===== src/rtl/ccs_defs.svh =====
// Purpose: Constants for the charge cycle sequencer
// Assumes: 10 MHz clock
// Notes:   Currents are codes of 50 mA; times are seconds
`ifndef CCS_DEFS_SVH
`define CCS_DEFS_SVH

`define CCS_CLK_HZ        10000000
`define CCS_SEC_S         1
`define CCS_SEC_CYC       (`CCS_SEC_S * `CCS_CLK_HZ)
`define CCS_FB_TARGET_MV  1536
`define CCS_BLOW_DEF      2'h2
`define CCS_RECHG_DEF     2'h3
`define CCS_CVT_DEF       3'h0
`define CCS_SAFETY_S      16'hA8C0
`define CCS_CV_STEP_S     16'h0384
`define CCS_TOP_STEP_S    16'h012C
`define CCS_ILIM_MIN      9'h008
`define CCS_ILIM_MAX      9'h190
`define CCS_PRE_DIV       9'h005
`define CCS_TERM_DIV      9'h00A
`define CCS_PH_IDLE       3'h0
`define CCS_PH_TRICKLE    3'h1
`define CCS_PH_PRECHG     3'h2
`define CCS_PH_CC         3'h3
`define CCS_PH_CV         3'h4
`define CCS_PH_TOPOFF     3'h6
`define CCS_PH_DONE       3'h7

`endif


===== src/rtl/ccs_pkg.sv =====
// Purpose: Types for the charge cycle sequencer
// Assumes: Nothing
// Notes:   Constants live in ccs_defs.svh
package ccs_pkg;

    typedef enum logic [2:0] {
        CCS_IDLE,
        CCS_TRICKLE,
        CCS_PRECHG,
        CCS_CC,
        CCS_CV,
        CCS_TOPOFF,
        CCS_DONE
    } ccs_state_e;

    typedef struct packed {
        logic [15:0] cnt;
        logic        odd;
        logic        done;
    } ccs_tmr_s;

    typedef struct packed {
        logic [19:0] s1;
        logic [19:0] s2;
        ccs_state_e  st;
        logic [2:0]  phase;
        logic        intp;
        logic        fault;
        logic        pin_stby;
        logic        stby;
        logic        sw_en;
        logic        bias_en;
        logic        pin_mon;
        logic [8:0]  lim;
        logic [8:0]  pre;
        logic [8:0]  term;
        logic [23:0] sec_cnt;
        logic        tick;
    } ccs_main_s;

endpackage


===== src/rtl/ccs_timer.sv =====
// Purpose: Seconds timer with half-rate option and sticky expiry
// Assumes: tick is a one-cycle pulse once per second
// Notes:   A limit of zero keeps the timer idle
module ccs_timer (
    input  wire logic        clk,    // Clock
    input  wire logic        rst,    // Sync reset
    input  wire logic        ce,     // Clock enable
    input  wire logic        clear,  // Restart from zero
    input  wire logic        run,    // Count while high
    input  wire logic        half,   // Count every other tick
    input  wire logic        tick,   // Seconds pulse
    input  wire logic [15:0] limit,  // Period in seconds
    output logic             done    // Expired, sticky
);
    ccs_pkg::ccs_tmr_s q;
    ccs_pkg::ccs_tmr_s n;

    always_comb
    begin
        n = q;
        if (clear)
        begin
            n = '0;
        end
        else if (run && tick && !q.done && limit != 16'h0000)
        begin
            if (half && !q.odd)
            begin
                n.odd = 1'b1;
            end
            else
            begin
                n.odd = 1'b0;
                n.cnt = q.cnt + 16'h0001;
                n.done = (q.cnt == limit - 16'h0001);
            end
        end
    end

    always_ff @(posedge clk)
    begin
        if (rst)
            q <= '0;
        else if (ce)
            q <= n;
    end

    assign done = q.done;
endmodule


===== src/rtl/ccs_top.sv =====
// Purpose: Standby control and autonomous charge cycle sequencer
// Assumes: Config bits are host register outputs, synchronous to clk
// Notes:   Comparator and pin levels pass a two-flop synchroniser
//
// Functional notes
// - Force bit or standby pin high enters standby; switching and bias off.
// - Standby halts reverse switching; reverse resumes once standby clears.
// - Standby ends once force bit is clear and pin has fallen below 0.4 V.
// - Charging needs enable bit 1 and enable pin low; cycle runs alone.
// - Cycle start picks phase from battery level; then trickle to top-off.
// - Feedback regulation target defaults to 1.536 V.
// - Defaults: low 66.7%, recharge 97.6%, CV timer off, safety 12 hours.
// - Effective limit gives pre-charge 20% and termination 10% thresholds.
// - Start needs input window, no standby, bias good, enabled, no faults.
// - Terminate when current low, battery above recharge, no input regulation.
// - After termination, battery below selected recharge level restarts cycle.
// - Toggling enable pin or bit after completion restarts the cycle.
// - CV timer ends charging after its period regardless of current.
// - Phase code map 000 idle through 111 terminated, 101 reserved.
// - Every phase code change issues one interrupt pulse.
// - Pre-charge disabled skips trickle and pre-charge, full current.
// - Effective limit is the lower of pin and register limits.
// - Pin enable 0 ignores pin for limiting and monitoring.
// - Register limit 400 to 20000 mA in 50 mA steps, reset maximum.
// - Input regulation suspends termination and halves safety timer rate.
// - Safety timer expiry sets fault flag and pulses interrupt.
// - CV period 0 disables CV timer; half rate never applies.
`include "ccs_defs.svh"

module ccs_top #(
    parameter int SEC_CYCLES = `CCS_SEC_CYC  // Cycles per second tick
) (
    input  wire logic       clk,                            // Clock 10 MHz
    input  wire logic       rst,                            // Sync reset
    input  wire logic       ce,                             // Clock enable
    input  wire logic       force_standby_bit,              // Host standby
    input  wire logic       input_limit_standby_pin,        // Pin above high level
    input  wire logic       standby_pin_low,                // Pin below 0.4 V
    input  wire logic       reverse_mode_enable,            // Reverse converter on
    input  wire logic       charge_enable_bit,              // Host enable
    input  wire logic       charge_enable_pin_n,            // Enable pin, low on
    input  wire logic       precharge_enable_bit,           // Trickle/pre phases
    input  wire logic       termination_enable_bit,         // Termination on
    input  wire logic       safety_timer_enable_bit,        // Safety timer on
    input  wire logic       timer_half_rate_enable_bit,     // Half rate allowed
    input  wire logic       current_pin_enable_bit,         // Use current pin
    input  wire logic [8:0] charge_current_pin,             // Pin limit code
    input  wire logic [8:0] charge_current_limit_field,     // Register limit code
    input  wire logic [1:0] recharge_threshold_select,      // Recharge level
    input  wire logic [1:0] battery_low_threshold_select,   // Low level
    input  wire logic [2:0] constant_voltage_timer_period,  // CV period code
    input  wire logic [1:0] topoff_timer_period,            // Top-off code
    input  wire logic       input_undervoltage_sense,       // Input under window
    input  wire logic       input_overvoltage_sense,        // Input over window
    input  wire logic       bias_regulator_good,            // Bias rail good
    input  wire logic       thermistor_input,               // Thermistor fault
    input  wire logic       fb_below_short,                 // Below short level
    input  wire logic [3:0] fb_below_low_levels,            // Below low, per code
    input  wire logic [3:0] fb_above_recharge_levels,       // Above recharge
    input  wire logic       fb_below_target,                // Below target
    input  wire logic       cv_regulation,                  // Voltage loop active
    input  wire logic       current_below_term,             // Below termination
    input  wire logic       input_power_regulation,         // Input regulating
    output logic [2:0]      phase_code,                     // Charge phase
    output logic            int_pulse,                      // Host interrupt
    output logic            safety_timer_fault_flag,        // Safety expired
    output logic            standby_active,                 // In standby
    output logic            switching_enable,               // Converter runs
    output logic            bias_regulator_enable,          // Bias rail on
    output logic            pin_monitor_enable,             // Pin monitor on
    output logic [8:0]      effective_limit,                // Charge limit
    output logic [8:0]      precharge_limit,                // Pre-charge limit
    output logic [8:0]      termination_threshold           // Termination level
);
    ccs_pkg::ccs_main_s q;
    ccs_pkg::ccs_main_s n;

    logic       pin_hi;
    logic       pin_lo;
    logic       en_n;
    logic       uv;
    logic       ov;
    logic       bias_ok;
    logic       therm;
    logic       short_s;
    logic [3:0] low_v;
    logic [3:0] rechg_v;
    logic       tgt_s;
    logic       cvr_s;
    logic       lowi_s;
    logic       ipr_s;
    logic       chg_en;
    logic       start_ok;
    logic       charging;
    logic       low_s;
    logic       above_rechg;
    logic       term_ok;
    logic       half;
    logic       saf_done;
    logic       cvt_done;
    logic       top_done;
    logic [15:0] cv_lim;
    logic [15:0] top_lim;
    logic [8:0] reg_lim;

    assign {pin_hi, pin_lo, en_n, uv, ov, bias_ok, therm, short_s,
            low_v, rechg_v, tgt_s, cvr_s, lowi_s, ipr_s} = q.s2;

    assign chg_en = charge_enable_bit && !en_n;
    assign start_ok = !uv && !ov && !q.stby && bias_ok && chg_en
                      && !therm && !q.fault;
    assign charging = q.st != ccs_pkg::CCS_IDLE && q.st != ccs_pkg::CCS_DONE;
    assign low_s = low_v[battery_low_threshold_select];
    assign above_rechg = rechg_v[recharge_threshold_select];
    // Input regulation blocks termination
    assign term_ok = termination_enable_bit && lowi_s && above_rechg && !ipr_s;
    assign half = timer_half_rate_enable_bit && ipr_s;
    assign cv_lim = 16'(constant_voltage_timer_period) * `CCS_CV_STEP_S;
    assign top_lim = 16'(topoff_timer_period) * `CCS_TOP_STEP_S;

    ccs_timer u_safety (
        .clk   (clk),
        .rst   (rst),
        .ce    (ce),
        .clear (!chg_en || !safety_timer_enable_bit || q.st == ccs_pkg::CCS_DONE),
        .run   (charging),
        .half  (half),
        .tick  (q.tick),
        .limit (`CCS_SAFETY_S),
        .done  (saf_done)
    );

    // Absolute timer, counts only in CV and pauses while input regulation is active
    ccs_timer u_cv (
        .clk   (clk),
        .rst   (rst),
        .ce    (ce),
        .clear (!chg_en || q.st == ccs_pkg::CCS_DONE),
        .run   (q.st == ccs_pkg::CCS_CV && !ipr_s),
        .half  (1'b0),
        .tick  (q.tick),
        .limit (cv_lim),
        .done  (cvt_done)
    );

    ccs_timer u_topoff (
        .clk   (clk),
        .rst   (rst),
        .ce    (ce),
        .clear (q.st != ccs_pkg::CCS_TOPOFF),
        .run   (1'b1),
        .half  (half),
        .tick  (q.tick),
        .limit (top_lim),
        .done  (top_done)
    );

    function automatic ccs_pkg::ccs_state_e entry(input logic pre_en, input logic sh, input logic lo);
        if (!pre_en)
            entry = ccs_pkg::CCS_CC;
        else if (sh)
            entry = ccs_pkg::CCS_TRICKLE;
        else if (lo)
            entry = ccs_pkg::CCS_PRECHG;
        else
            entry = ccs_pkg::CCS_CC;
    endfunction

    function automatic logic [2:0] code_of(input ccs_pkg::ccs_state_e s);
        unique case (s)
            ccs_pkg::CCS_IDLE:    code_of = `CCS_PH_IDLE;
            ccs_pkg::CCS_TRICKLE: code_of = `CCS_PH_TRICKLE;
            ccs_pkg::CCS_PRECHG:  code_of = `CCS_PH_PRECHG;
            ccs_pkg::CCS_CC:      code_of = `CCS_PH_CC;
            ccs_pkg::CCS_CV:      code_of = `CCS_PH_CV;
            ccs_pkg::CCS_TOPOFF:  code_of = `CCS_PH_TOPOFF;
            ccs_pkg::CCS_DONE:    code_of = `CCS_PH_DONE;
            default:              code_of = `CCS_PH_IDLE;
        endcase
    endfunction

    always_comb
    begin
        n = q;
        n.s1 = {input_limit_standby_pin, standby_pin_low, charge_enable_pin_n,
                input_undervoltage_sense, input_overvoltage_sense, bias_regulator_good,
                thermistor_input, fb_below_short, fb_below_low_levels,
                fb_above_recharge_levels, fb_below_target, cv_regulation,
                current_below_term, input_power_regulation};
        n.s2 = q.s1;
        n.tick = (q.sec_cnt == 24'(SEC_CYCLES - 1));
        n.sec_cnt = n.tick ? 24'h000000 : q.sec_cnt + 24'h000001;

        // Pin side keeps hysteresis: set above high level, free below 0.4 V
        if (pin_hi)
            n.pin_stby = 1'b1;
        else if (pin_lo)
            n.pin_stby = 1'b0;
        n.stby = force_standby_bit || n.pin_stby;

        unique case (q.st)
            ccs_pkg::CCS_IDLE:
                if (start_ok)
                    n.st = entry(precharge_enable_bit, short_s, low_s);
            ccs_pkg::CCS_TRICKLE:
                if (!precharge_enable_bit || !short_s)
                    n.st = (precharge_enable_bit && low_s) ? ccs_pkg::CCS_PRECHG : ccs_pkg::CCS_CC;
            ccs_pkg::CCS_PRECHG:
                if (!precharge_enable_bit || !low_s)
                    n.st = ccs_pkg::CCS_CC;
            ccs_pkg::CCS_CC:
                if (cvr_s || !tgt_s)
                    n.st = ccs_pkg::CCS_CV;
            ccs_pkg::CCS_CV:
                if (cvt_done)
                    n.st = ccs_pkg::CCS_DONE;
                else if (term_ok)
                    n.st = (top_lim != 16'h0000) ? ccs_pkg::CCS_TOPOFF : ccs_pkg::CCS_DONE;
            ccs_pkg::CCS_TOPOFF:
                if (top_done)
                    n.st = ccs_pkg::CCS_DONE;
            ccs_pkg::CCS_DONE:
                if (!above_rechg && start_ok)
                    n.st = entry(precharge_enable_bit, short_s, low_s);
            default:
                n.st = ccs_pkg::CCS_IDLE;
        endcase
        if (charging && (!start_ok || saf_done))
            n.st = ccs_pkg::CCS_IDLE;
        // Dropping enable ends the cycle; re-enable starts a fresh one
        if (!chg_en)
            n.st = ccs_pkg::CCS_IDLE;

        // Clear first so a same-cycle expiry still sets
        if (!chg_en)
            n.fault = 1'b0;
        if (charging && saf_done)
            n.fault = 1'b1;

        n.phase = code_of(n.st);
        n.intp = (n.phase != q.phase) || (n.fault && !q.fault);

        // Reverse conversion holds its request through standby
        n.sw_en = !n.stby && ((n.st != ccs_pkg::CCS_IDLE && n.st != ccs_pkg::CCS_DONE)
                  || reverse_mode_enable);
        n.bias_en = !n.stby && ((!uv && !ov && chg_en) || reverse_mode_enable);

        reg_lim = charge_current_limit_field;
        if (reg_lim < `CCS_ILIM_MIN)
            reg_lim = `CCS_ILIM_MIN;
        else if (reg_lim > `CCS_ILIM_MAX)
            reg_lim = `CCS_ILIM_MAX;
        n.lim = (current_pin_enable_bit && charge_current_pin < reg_lim)
                ? charge_current_pin : reg_lim;
        n.pre = n.lim / `CCS_PRE_DIV;
        n.term = n.lim / `CCS_TERM_DIV;
        n.pin_mon = current_pin_enable_bit;
    end

    always_ff @(posedge clk)
    begin
        if (rst)
            q <= '0;
        else if (ce)
            q <= n;
    end

    assign phase_code = q.phase;
    assign int_pulse = q.intp;
    assign safety_timer_fault_flag = q.fault;
    assign standby_active = q.stby;
    assign switching_enable = q.sw_en;
    assign bias_regulator_enable = q.bias_en;
    assign pin_monitor_enable = q.pin_mon;
    assign effective_limit = q.lim;
    assign precharge_limit = q.pre;
    assign termination_threshold = q.term;
endmodule


===== config.mk =====
export PLATFORM = sky130hd
export DESIGN_NAME = ccs_top
export DESIGN_NICKNAME = d
export VERILOG_FILES = /design/src/rtl/ccs_pkg.sv /design/src/rtl/ccs_timer.sv /design/src/rtl/ccs_top.sv
export VERILOG_INCLUDE_DIRS = /design/src /design/src/rtl
export SDC_FILE = /design/constraint.sdc
export NUM_CORES = 1
export LEC_CHECK = 0
export BUFFER_PORTS_ARGS = -buffer_cell sky130_fd_sc_hd__buf_2
export CAP_MARGIN = 20
export CORE_ASPECT_RATIO = 1.75
export CORE_MARGIN = 3
export CORE_UTILIZATION = 54
export DETAILED_ROUTE_END_ITERATION = 16
export PLACE_DENSITY = 0.74
export SYNTH_ARGS = -nofsm -noshare
export SYNTH_HDL_FRONTEND = slang
export SYNTH_SLANG_ARGS = --single-unit
export TNS_END_PERCENT = 30

===== constraint.sdc =====
create_clock -name clk -period 5.31 [get_ports clk]
set_clock_uncertainty 0.05 [all_clocks]
set_input_delay 0.7965 -clock clk [delete_from_list [all_inputs] [get_ports clk]]
set_output_delay 0.7965 -clock clk [all_outputs]
set_load 0.01 [all_outputs]

=== Word level (Yosys, flattened, before mapping) ===
Cells that the tools add are included.

* Register bits after elaboration: 158
* Latch bits: 0
* Bits in writable memories: 0
* ROM bits: 0
* Input port bits: 58
* Output and inout port bits: 36
* Word-level logic and storage cells: 179
* Memories: 0

* Add/sub/neg operators: 6
* Multipliers: 2
* Divide/modulo/power cells: 2
* Magnitude comparators: 5
* Equal/unequal tests: 22
* Shifts and indexed selects: 0
* Muxes and demuxes: 41
* Bitwise logic cells: 0
* Reduce and logical (&&, ||, !) cells: 77

{| class="wikitable"
|+ Operators with widths
! operator !! number
|-
| $mux 18 || 6
|-
| $add 16x1->16 const B || 3
|-
| $mux 3 || 11
|-
| $eq 16x16->1 || 2
|-
| $logic_and 1x1->1 || 32
|-
| $mux 16 || 2
|-
| $reduce_bool 16->1 || 2
|-
| $mux 9 || 3
|-
| $add 24x1->24 const B || 1
|-
| $eq 24x24->1 const B || 1
|-
| $mux 24 || 1
|-
| $logic_not 1->1 || 21
|-
| $pmux 3 s7 || 1
|-
| $eq 3x3->1 const B || 6
|-
| $pmux 3 s6 || 1
|-
| $eq 16x16->1 const B || 1
|-
| $sub 13x1->14 const B || 1
|-
| $eq 3x2->1 const B || 4
|-
| $mux 1 || 12
|-
| $sub 11x1->12 const B || 1
|-
| $logic_or 1x1->1 || 11
|-
| $mul 3x8->11 const B || 1
|-
| $div 9x3->9 const B || 1
|-
| $div 9x4->9 const B || 1
|-
| 16 further kinds || 29
|}

=== Depth between registers and ports, before layout ===
Gate-level depths: netlist (run 1).

* Word-level depth: 16
* Gate-level depth with buffers: 28
* Depth with buffers taken out: 26

=== By module ===
A second synthesis (run 1) with hierarchy kept.

* Cells, all modules: 1279
* Area total of the unflattened synthesis: 10537.6 um2

{| class="wikitable"
|+ By module, submodules not included
! module !! instances !! cells each !! area each (um2) !! sequential area each (um2)
|-
| ccs_top || 1 || 742 || 6243.5 || 2001.9
|-
| ccs_timer || 3 || 179 || 1431.4 || 360.3
|}

=== Worst setup path before layout (run 1) ===
No wires, ideal clock.

* Path kind: input-to-reg
* From: input port charge_current_limit_field[4]
* To: register q (netlist bit precharge_limit[0])
* Library setup time: 0.125 ns
* Arrival time: 5.609 ns
* Setup slack: -0.475 ns
* Stages on the path: 27
* Path buffers: 1
* Cell sequence: buf_2 > nor3_4 > mux2_2 > and2_1 > inv_1 > ha_1 > a211oi_1 > nand2_1 > o221a_4 > nor3_1 > a2111oi_2 > o311ai_4 > inv_2 > ha_1 > nand3_1 > o21ai_0 > a2111oi_0 > a41oi_1 > o211ai_1 > a31oi_1 > and2b_1 > ha_1 > nand2_1 > and3b_1 > o31a_1 > o22ai_1 > a31oi_1

* Cells in the longest elaborated chain, start to end: 7
* Elaborated cells on any way between the ends: 8

{| class="wikitable"
|+ RTL lines
! what !! line !! RTL
|-
| start: declaration || ccs_top.sv:48 || <nowiki>input wire logic [8:0] charge_current_limit_field,</nowiki>
|-
| $gt 9x9->1 (no source line) || -- ||
|-
| $mux 9 || ccs_top.sv:251 || <nowiki>else if (reg_lim > `CCS_ILIM_MAX)</nowiki>
|-
| $mux 9 (*) || ccs_top.sv:249 || <nowiki>if (reg_lim < `CCS_ILIM_MIN)</nowiki>
|-
| $lt 9x9->1 || ccs_top.sv:253 || <nowiki>n.lim = (current_pin_enable_bit && charge_current_pin < reg_lim)</nowiki>
|-
| $logic_and 1x1->1 || ccs_top.sv:253 ||
|-
| $mux 9 (*) || ccs_top.sv:254 || <nowiki>? charge_current_pin : reg_lim;</nowiki>
|-
| $div 9x3->9 (no source line) (*) || -- ||
|-
| end signal: assignment || ccs_top.sv:265 || <nowiki>q <= n;</nowiki>
|-
| end: declaration || ccs_top.sv:75 || <nowiki>ccs_pkg::ccs_main_s q;</nowiki>
|}

Mark *: on every way between the ends. The rest lies on a longest branch, timed or not.
A chain may end at the register's enable or synchronous reset.

=== Final worst setup path (run 1) ===
* From: input port charge_current_limit_field[3]
* To: register q (netlist bit precharge_limit[0])

Same word-level chain as after synthesis.

==> flow_metrics.env, run 1 <==
export IMPL_routedWlPerCell_um=16.2
export IMPL_cp_required_ns=5.58
export IMPL_whs_ns=0.397
export IMPL_postCtsHoldBufs=0
export IMPL_hp_start="termination_threshold[3]"
export IMPL_synth_commonest_cells="nor2_1 (188), dfxtp_1 (153), nand2_1 (72)"
export IMPL_fp_dieH_um=180
export IMPL_placement_io_buffers=88
export IMPL_grt_remaining_overflow=0
export IMPL_drtIter0Drc=441
export IMPL_ys_seq_elements=153
export IMPL_hold_end="termination_threshold[3]"
export IMPL_clk_latency_ns=0.43
export IMPL_initial_core_util_pct=55.2
export IMPL_cts_htree_levels=4
export IMPL_cts_sinks=153
export IMPL_syn_inst=1133
export IMPL_path_clk_slew_ns=0.07
export IMPL_synth_edf_count=0
export IMPL_cts_buffer_depth=2
export IMPL_gp_congestion=1.02
export IMPL_rows=63
export IMPL_grt_pass1_wl_um=39400
export IMPL_r2r_end="int_pulse"
export IMPL_worst_slew_pin_slew_ns=0.863
export IMPL_fp_coreArea_um2=16900
export IMPL_die_area_um2=19000
export IMPL_cap_violations=0
export IMPL_use_met1_pct=25.8
export IMPL_firstDrtPassIters=5
export IMPL_final_area_um2=10900
export IMPL_fin_crit_ns=5.18
export IMPL_arrival_ns=5.45
export IMPL_yosys_warnings=0
export IMPL_rsz0062_at_grt="true"
export IMPL_grt_util_met3_pct=3.69
export IMPL_first_global_vias=8468
export IMPL_slew_viol_final=0
export IMPL_syn_to_final_growth_pct=16.2
export IMPL_fp_dieW_um=105
export IMPL_ys_types=88
export IMPL_yosysTopAreaCell="dfxtp_1"
export IMPL_synth_top_flop_cell="dfxtp_1"
export IMPL_layout_drive_gt1_share_pct=19.2
export IMPL_cts_tree="yes"
export IMPL_p_per_area_nw_per_um2=290
export IMPL_antenna_found_initial=1
export IMPL_cts_buffers=17
export IMPL_grt_busiest_layer="met2"
export IMPL_use_met2_pct=47.4
export IMPL_vdd_drop_max_mv=0.178
export IMPL_grt_max_degree=68
export IMPL_root_buffer="clkbuf_16"
export IMPL_multiInputGateArea_um2=5860
export IMPL_synth_area_per_cell_um2=8.25
export IMPL_dp_hpwl_um=17900
export IMPL_status="completed"
export IMPL_relSlewSlack_pct=42.5
export IMPL_fmax_ghz=0.193
export IMPL_critPathKind="in2reg"
export IMPL_register_area_um2=3060
export IMPL_worstSetupEndpointType="register"
export IMPL_drc=0
export IMPL_reg2regPathDepth=11
export IMPL_whs_path_depth=1
export IMPL_r2r_start="ov"
export IMPL_ff2ff_setup_slack_ns=2.22
export IMPL_yosysSeqAreaShare_pct=32.8
export IMPL_path_max_fanout=7
export IMPL_syn_area_um2=9350
export IMPL_track_usage_pct=25.4
export IMPL_hold_violations=0
export IMPL_routed_wl_um=23800
export IMPL_final_antenna_net_count=0
export IMPL_setup_viol=0
export IMPL_dpl_cell_area_um2=10200
export IMPL_synthArstFlopShare_pct=0
export IMPL_fill_cells=1491
export IMPL_startpoint_type="input port"
export IMPL_yosysMostFrequentCell="nor2_1"
export IMPL_finalCritPeriodShare_pct=97.6
export IMPL_synth_top_area_share_pct=32.8
export IMPL_vias_per_cell=5.81
export IMPL_hp_class="reg2reg"
export IMPL_finish_net_count=1316
export IMPL_via_count=8516
export IMPL_io_pins=94
export IMPL_synth_area_leaders="dfxtp_1 (33%), nor2_1 (7.5%), mux2i_1 (5.9%), xor2_1 (4.3%), ha_1 (4.1%)"
export IMPL_p_leak_uw=0.00438
==> area by class of cell <==
type | count | area share, %
multi-input combinational | 877 | 54.0
sequential | 153 | 28.2
timing repair buffer | 152 | 8.61
clock buffer | 17 | 3.92
tap | 227 | 2.61
clock inverter | 15 | 1.89
inverter | 23 | 0.795
antenna | 1 | 0.0230
==> cells by family after synthesis <==
family	count (synthesis)	share of synthesized area, %
multiplexers	61	6.93
adder cells (fa/ha/maj)	34	4.79
XOR/XNOR	82	7.68
buffers and inverters	107	6.10
AND/OR/NAND/NOR	460	23.9
flip-flops	153	32.8
other	1	0.0401
AO/OA/AOI/OAI	235	17.8
==> report_power, final <==
group,total (uW),internal [uW],switching [uW],leakage [uW]
clock network,1290,760,527,0.000308
logic,657,286,371,0.00283
registers,1200,1180,21.2,0.00124
==> what timing repair did <==
action	in CTS	in global routing
gates resized for setup	0	8
endpoints found under the setup margin	0	2
setup buffers	0	1
==> state kept, by name, summed over array words and instances, names as in the netlist, 3 cells and up <==
register / count
termination_threshold: 6
u_cv.q: 16
n: 20
phase_code: 3
precharge_limit: 7
u_safety.q: 17
effective_limit: 9
q: 37
u_topoff.q: 17
low_v: 4
==> worst max-delay path, stage by stage <==
cell,delay [ns]
buf_2,0.10
or3_4,0.38
mux2_4,0.28
and2_4,0.15
inv_2,0.06
ha_4,0.19
a211oi_2,0.17
nand2_1,0.12
o221ai_2,0.22
buf_12,0.16
nand2_8,0.06
a2111oi_4,0.35
o311ai_4,0.16
inv_2,0.11
ha_4,0.14
nand2_1,0.04
or3_1,0.31
a41oi_2,0.14
o211ai_1,0.16
a31oi_1,0.24
and2b_2,0.27
ha_2,0.18
inv_2,0.05
a31oi_1,0.04
o31a_1,0.30
o22ai_1,0.16
a31oi_1,0.10
==> metal layers <==
layer | share of wire [%] | wire [um] | vias up
met5 | 0 | 0 | -
met4 | 5.4 | 1300 | 0
met3 | 3.4 | 809 | 78
met2 | 54 | 12900 | 209
met1 | 37 | 8770 | 4041
li1 | - | - | 4188
==> per-stage QoR <==
step / power, uW / setup slack (ns) / TNS, ns / utilization [%] / cells
finish: 3150 / 0.128 / 0 / 64.1 / 1465
global route: 3290 / -0.167 / -0.167 / 64.1 / 1465
CTS: 3160 / 0.0607 / 0 / 63.9 / 1463
detailed placement: 1870 / -0.345 / -0.411 / 60.2 / 1431
global placement: 1860 / -0.261 / -0.261 / 60.2 / 1431
floorplan: 1680 / -0.172 / -0.172 / - / 1137
==> worst max path at each step <==
stage,startpoint,to,slack [ns]
after CTS,charge_current_limit_field[3],precharge_limit[0],0.06
after floorplan,charge_current_limit_field[8],precharge_limit[0],-0.17
final,charge_current_limit_field[3],precharge_limit[0],0.13
after global routing,charge_current_limit_field[3],precharge_limit[0],-0.17
after detailed placement,charge_current_limit_field[3],precharge_limit[0],-0.35
after global placement,charge_current_limit_field[3],precharge_limit[0],-0.26
==> placed cells by master (no fill, tap or decap), types with 6 or more instances in the layout <==
cell	synthesis	routed
o21a_1	14	14
o21ai_0	42	39
nor2b_1	16	16
a21oi_1	51	51
mux2i_1	55	55
ha_1	31	27
clkbuf_16	0	17
nand3_1	46	44
or3_1	16	15
buf_4	33	64
o211ai_1	10	10
a21o_1	9	9
inv_1	21	19
nand2_1	72	71
nor4b_1	9	9
nor4_1	8	8
nand2b_1	26	26
a31oi_1	13	13
xnor2_1	36	36
o21ai_1	4	6
nand4_1	17	17
o22ai_1	8	8
a211oi_1	14	13
xor2_1	46	46
nor3_1	21	19
and3_1	12	12
buf_2	10	87
dfxtp_1	153	153
nor2_1	188	188
(Power assumes the default switching activity.)
==> run 2: changes to the inputs <==
- CAP_MARGIN: 20 -> default
- CORE_MARGIN: 3 -> default
- RECOVER_POWER: default -> 25
==> run 2 against run 1 <==
Fmax shrank 1.1%. Total power decreased by 2.6%. Critical path type unchanged. Sequential power about the same. The run now ends with capacitance limit, slew limit left. Count of clock-buffer cells in the layout up 5.
==> flow_metrics.env, run 2 (synthesis gave the netlist of run 1 again) <==
export IMPL_fin_cells=1464
export IMPL_reg2regPathDepth=9
export IMPL_place_inst=1430
export IMPL_status="finished, violations left"
export IMPL_fin_crit_ns=5.24
export IMPL_grt_remaining_overflow=0
export IMPL_power_frac_clock_pct=38.7
export IMPL_cts_htree_levels=4
export IMPL_vdd_drop_max_mv=0.230
export IMPL_post_route_util_pct=63.8
export IMPL_cts_tree="yes"
export IMPL_grt_pass1_wl_um=38400
export IMPL_firstDrtPassIters=5
export IMPL_path_clk_slew_ns=0.06
export IMPL_cap_violations=2
export IMPL_finish_net_count=1317
export IMPL_fill_cells=1527
export IMPL_root_buffer="clkbuf_16"
export IMPL_p_int_uw=2180
export IMPL_p_per_area_nw_per_um2=284
export IMPL_drc=0
export IMPL_largest_reg_flops=37
export IMPL_cts_sinks=153
export IMPL_fp_dieH_um=176
export IMPL_grt_max_degree=78
export IMPL_first_global_vias=8152
export IMPL_final_antenna_net_count=0
export IMPL_layout_common_cells="nor2_1 (188), dfxtp_1 (153), nand2_1 (72)"
export IMPL_worst_slew_pin_slew_ns=2.49
export IMPL_gp_congestion=1.12
export IMPL_seqPwrFrac_pct=39.3
export IMPL_fmax_ghz=0.191
export IMPL_top_register="q"
export IMPL_arrival_ns=5.49
export IMPL_path_max_fanout=7
export IMPL_initial_core_util_pct=55.2
export IMPL_p_leak_uw=0.00424
export IMPL_syn_to_final_growth_pct=15.6
export IMPL_critPathLaunch="charge_current_limit_field[3]"
export IMPL_hold_end="precharge_limit[5]"
export IMPL_r2r_start="q[64]"
export IMPL_finalCritPeriodShare_pct=98.6
export IMPL_cts_buffers=17
export IMPL_via_count=8501
export IMPL_dp_hpwl_um=17900
export IMPL_die_area_um2=17900
export IMPL_placement_io_buffers=88
export IMPL_ff2ff_setup_slack_ns=2.24
export IMPL_r2r_end="u_cv.q[14]"
export IMPL_fp_dieW_um=101
export IMPL_antenna_cells=0
export IMPL_failed_checks="capacitance limit, slew limit"
export IMPL_p_switching_uw=884
export IMPL_slowest_stage="or3_4"
export IMPL_rsz0062_at_grt="true"
export IMPL_cts_buffer_depth=2
export IMPL_routedWlPerCell_um=16.3
export IMPL_worstSetupEndpointType="register"
export IMPL_multiInputGateArea_um2=5890
export IMPL_hp_start="precharge_limit[5]"
export IMPL_swShare_pct=28.8
export IMPL_slew_viol_final=118
export IMPL_layout_commonest_cell="nor2_1"
export IMPL_max_stage_delay_ns=0.38
export IMPL_startpoint_type="input port"
export IMPL_vias_per_cell=5.81
export IMPL_rows=63
export IMPL_routed_wl_um=23900
export IMPL_relSlewSlack_pct=-66.0
export IMPL_setup_viol=0
export IMPL_register_area_um2=3060
export IMPL_cpMostUsedCell="a31oi_1"
export IMPL_layout_drive_gt1_share_pct=16.3
export IMPL_drtIter0Drc=404
export IMPL_whs_path_depth=1
export IMPL_critPathKind="in2reg"
export IMPL_track_usage_pct=27.4
export IMPL_hold_violations=0
export IMPL_fp_coreArea_um2=16900
export IMPL_cp_required_ns=5.56
export IMPL_clk_latency_ns=0.43
export IMPL_io_pins=94
export IMPL_hp_class="reg2reg"
export IMPL_antenna_found_initial=0
export IMPL_pwr_share_comb_pct=22.0
-- run 2: changes by cell type in the layout (fill, tap and decap cells not counted), moves of 2 or more --
cell and delta:
clkbuf_1 +36, buf_2 -31, inv_8 -2, o21ai_1 -2, buf_4 -2, inv_6 -4
-- run 2: cell type report --
class / instances / area share (%)
Tap cell: 227 / 2.63
Clock buffer: 22 / 4.20
Sequential cell: 153 / 28.3
Timing Repair Buffer: 153 / 8.43
Clock inverter: 9 / 1.09
Multi-Input combinational cell: 877 / 54.5
Inverter: 23 / 0.799
-- run 2: per-stage QoR --
stage | cell area [um2] | power, uW | setup slack, ns | hold slack, ns | setup TNS [ns]
floorplan | 9480 | 1680 | -0.172 | 0.379 | -0.172
global placement | 10200 | 1870 | -0.330 | 0.383 | -0.487
detailed placement | 10200 | 1880 | -0.461 | 0.389 | -0.696
CTS | 10800 | 3060 | 0.0597 | 0.402 | 0
global route | 10800 | 3200 | -0.166 | 0.417 | -0.181
finish | 10800 | 3070 | 0.0717 | 0.402 | 0
-- run 2: routing by layer --
layer / global-route usage [%] / share of wire, % / vias to the layer above
met5: 0 / 0 / -
met4: 15.9 / 4.9 / 0
met3: 4.35 / 3.1 / 77
met2: 50.9 / 54 / 207
met1: 28.3 / 38 / 4031
li1: - / - / 4186
-- run 2: power by group through the flow --
stage | clock [uW] | sequential [uW] | combinational (uW)
3_3_place_gp | 0 | 1230 | 644
2_1_floorplan | 0 | 1220 | 460
5_1_grt | 1260 | 1210 | 732
6_report | 1190 | 1210 | 673
4_1_cts | 1210 | 1200 | 652
3_5_place_dp | 0 | 1230 | 648
-- run 2: worst max-delay path: cells and delay by family --
family | cells | cell delay, ns
adder cells (fa/ha/maj) | 3 | 0.51
AO/OA/AOI/OAI | 12 | 1.98
AND/OR/NAND/NOR | 6 | 1.28
buffers and inverters | 6 | 0.63
multiplexers | 1 | 0.28
-- run 2: worst max-delay path by stage --
stage and end:
3_5_place_dp precharge_limit[0], 4_1_cts precharge_limit[0], 5_1_grt precharge_limit[0], 3_3_place_gp precharge_limit[0], 6_report precharge_limit[0], 2_1_floorplan precharge_limit[0]
-- run 2: what timing repair did --
action                                  in CTS  in global routing
resized for setup                            1                  9
hold buffers                                 0                  0
endpoints found under the setup margin       1                  2
hold endpoints to repair                     0                  0
pin swaps                                    0                 13
buffers inserted                             0                  3
==> run 3: changes to the inputs <==
- CORE_UTILIZATION: 54 -> 55
- SYNTH_HIERARCHICAL: default -> 1
==> run 3 against run 2 <==
The flow still finishes with violations (capacitance limit, slew limit). Core utilization rose by 0.078 points. Cell area up 10%. Worst hold slack better by 0.0040 ns. Clock power up 11%. Register-to-register slack improved by 0.08 ns. Largest cell class unchanged.
==> flow_metrics.env, run 3 <==
export IMPL_r2r_end="int_pulse"
export IMPL_top_register="q"
export IMPL_cts_buffer_depth=2
export IMPL_setup_tns_ns=0
export IMPL_finish_net_count=1513
export IMPL_failed_checks="capacitance limit, slew limit"
export IMPL_final_antenna_net_count=0
export IMPL_drtIter0Drc=381
export IMPL_cts_htree_levels=4
export IMPL_routed_wl_um=25700
export IMPL_synth_top_area_share_pct=29.3
export IMPL_finalCritPeriodShare_pct=90.4
export IMPL_layout_drive_gt1_share_pct=12.2
export IMPL_dp_hpwl_um=19400
export IMPL_yosysTopAreaCell="dfxtp_1"
export IMPL_setup_viol=0
export IMPL_worst_slew_pin_slew_ns=2.84
export IMPL_synth_commonest_cells="dfxtp_1 (154), nor2_1 (152), nand2_1 (76)"
export IMPL_critPathKind="in2reg"
export IMPL_synth_area_per_cell_um2=8.24
export IMPL_worstSetupEndpointType="register"
export IMPL_vdd_drop_max_mv=0.215
export IMPL_synth_area_leaders="dfxtp_1 (29%), mux2i_1 (5.6%), nor2_1 (5.4%), xnor2_1 (4.7%), xor2_1 (4.4%)"
export IMPL_fin_crit_ns=4.80
export IMPL_hp_start="termination_threshold[3]"
export IMPL_layout_commonest_cell="dfxtp_1"
export IMPL_yosysSeqAreaShare_pct=29.3
export IMPL_yosys_warnings=6
export IMPL_drc=0
export IMPL_vias_per_cell=5.68
export IMPL_path_max_fanout=20
export IMPL_synthArstFlopShare_pct=0
export IMPL_cp_required_ns=5.57
export IMPL_ff2ff_setup_slack_ns=2.32
export IMPL_cp_cell_sequence="buf_2 -> or4_4 -> nor3_4 -> nor3_1 -> and2_1 -> inv_1 -> ha_1 -> nand2_1 -> nor4_1 -> o41ai_4 -> nand2_2 -> mux2_2 -> a21oi_1 -> nor2_1 -> xnor2_1 -> ha_1 -> inv_1 -> a21boi_0 -> a21oi_1 -> a211o_1 -> a211o_1"
export IMPL_postCtsHoldBufs=0
export IMPL_rows=66
export IMPL_die_area_um2=19700
export IMPL_max_stage_delay_ns=0.54
export IMPL_gp_congestion=0.939
export IMPL_synth_edf_count=0
export IMPL_grt_remaining_overflow=0
export IMPL_yosysMostFrequentCell="dfxtp_1"
export IMPL_final_area_um2=11900
export IMPL_root_buffer="clkbuf_16"
export IMPL_p_leak_uw=0.00468
export IMPL_initial_core_util_pct=56.5
export IMPL_clk_latency_ns=0.43
export IMPL_placement_io_buffers=88
export IMPL_largest_reg_flops=37
export IMPL_whs_path_depth=1
export IMPL_routedWlPerCell_um=15.3
export IMPL_layout_common_cells="dfxtp_1 (154), nor2_1 (152), conb_1 (129)"
export IMPL_syn_inst=1279
export IMPL_rsz0062_at_grt="false"
export IMPL_arrival_ns=5.06
export IMPL_post_cts_resized=0
export IMPL_antenna_cells=0
export IMPL_fp_dieW_um=107
export IMPL_io_pins=94
export IMPL_relSlewSlack_pct=-89.2
export IMPL_status="finished, violations left"
export IMPL_fmax_ghz=0.208
export IMPL_cts_buffers=17
export IMPL_synth_top_flop_cell="dfxtp_1"
export IMPL_fill_cells=1655
export IMPL_firstDrtPassIters=5
export IMPL_ys_types=90
export IMPL_first_global_vias=9118
export IMPL_slowest_stage="or4_4"
export IMPL_r2r_start="standby_active"
export IMPL_dpl_cell_area_um2=11300
export IMPL_ys_seq_elements=154
export IMPL_via_count=9533
export IMPL_cts_sinks=154
export IMPL_syn_to_final_growth_pct=13.1
export IMPL_cts_tree="yes"
export IMPL_hold_violations=0
export IMPL_reg2regPathDepth=9
export IMPL_path_clk_slew_ns=0.06
export IMPL_report_power_total_uw=3030
export IMPL_postCtsSetupRepairBufs=0
export IMPL_cap_violations=1
export IMPL_hold_end="termination_threshold[3]"
export IMPL_syn_area_um2=10500
export IMPL_track_usage_pct=27.1
export IMPL_fp_dieH_um=185
export IMPL_antenna_found_initial=0
export IMPL_p_per_area_nw_per_um2=254
export IMPL_grt_pass1_wl_um=42700
export IMPL_post_route_util_pct=63.9
export IMPL_slew_viol_final=67
export IMPL_hp_class="reg2reg"
export IMPL_grt_max_degree=67
export IMPL_startpoint_type="input port"
export IMPL_fp_coreArea_um2=18700
[run 3: changes by cell type after synthesis, sizes merged, moves of 11 or more]
cell	before	now
nor2	188	152
xnor2	36	57
nor3	22	41
inv	23	41
clkbuf	33	46
or3	16	29
a21oi	52	63
[run 3: critical path: cells and delay by family]
kind                       cells  cell delay, ns
muxes                          1            0.41
xor gates and xnor gates       1            0.21
AOI/OAI and AO/OA              6            1.11
buffers and inverters          3            0.36
and+or+nand+nor                8            1.78
adders and majority gates      2            0.39
[run 3: cell type report]
cell class / instances / area (um2) / share of cell area, %
Timing Repair Buffer: 99 / 482 / 4.04
Inverter: 42 / 158 / 1.32
Clock buffer: 20 / 457 / 3.83
Multi-Input combinational cell: 1112 / 7260 / 60.9
Clock inverter: 12 / 184 / 1.54
Sequential cell: 154 / 3080 / 25.9
Tap cell: 238 / 298 / 2.50
[run 3: report_power, final]
group | internal (uW) | switching [uW] | total, uW
clock | 819 | 498 | 1320
sequential | 1190 | 21.6 | 1210
combinational | 198 | 304 | 501
[run 3: kinds of logic (layout without fill, tap and decap cells)]
kind of cell	after synthesis	count (layout)	synth area share [%]
compound gates	272	272	18.9
buf+inv	140	173	6.40
flops	154	154	29.3
other cells	2	129	0.0713
xor+xnor	110	110	9.14
simple gates	499	499	25.2
fa+ha+maj	31	31	3.86
mux	71	71	7.16
[run 3: worst max path at each step]
stage / start / end / slack, ns / depth (start not counted)
2_1_floorplan: charge_current_limit_field[3] / precharge_limit[0] / 0.41 / 23
3_3_place_gp: charge_current_limit_field[6] / precharge_limit[0] / 0.19 / 21
3_5_place_dp: charge_current_limit_field[6] / precharge_limit[0] / 0.12 / 21
4_1_cts: charge_current_limit_field[6] / precharge_limit[0] / 0.53 / 21
5_1_grt: charge_current_limit_field[6] / precharge_limit[0] / 0.23 / 21
6_report: charge_current_limit_field[6] / precharge_limit[0] / 0.51 / 21
[run 3: per-layer routing]
| layer | up-vias | track usage, % | wire length, um |
|---|---|---|---|
| li1 | 4776 | - | - |
| met1 | 4497 | 26.4 | 9590 |
| met2 | 202 | 53.6 | 14300 |
| met3 | 58 | 4.08 | 802 |
| met4 | 0 | 14.3 | 1030 |
| met5 | - | 0 | 0 |
[run 3: stage by stage]
step	hold WS, ns	setup WS [ns]	instances
2_1_floorplan	0.379	0.415	1406
3_3_place_gp	0.381	0.194	1645
3_5_place_dp	0.391	0.125	1645
4_1_cts	0.410	0.528	1677
5_1_grt	0.427	0.228	1677
6_report	0.406	0.512	1677
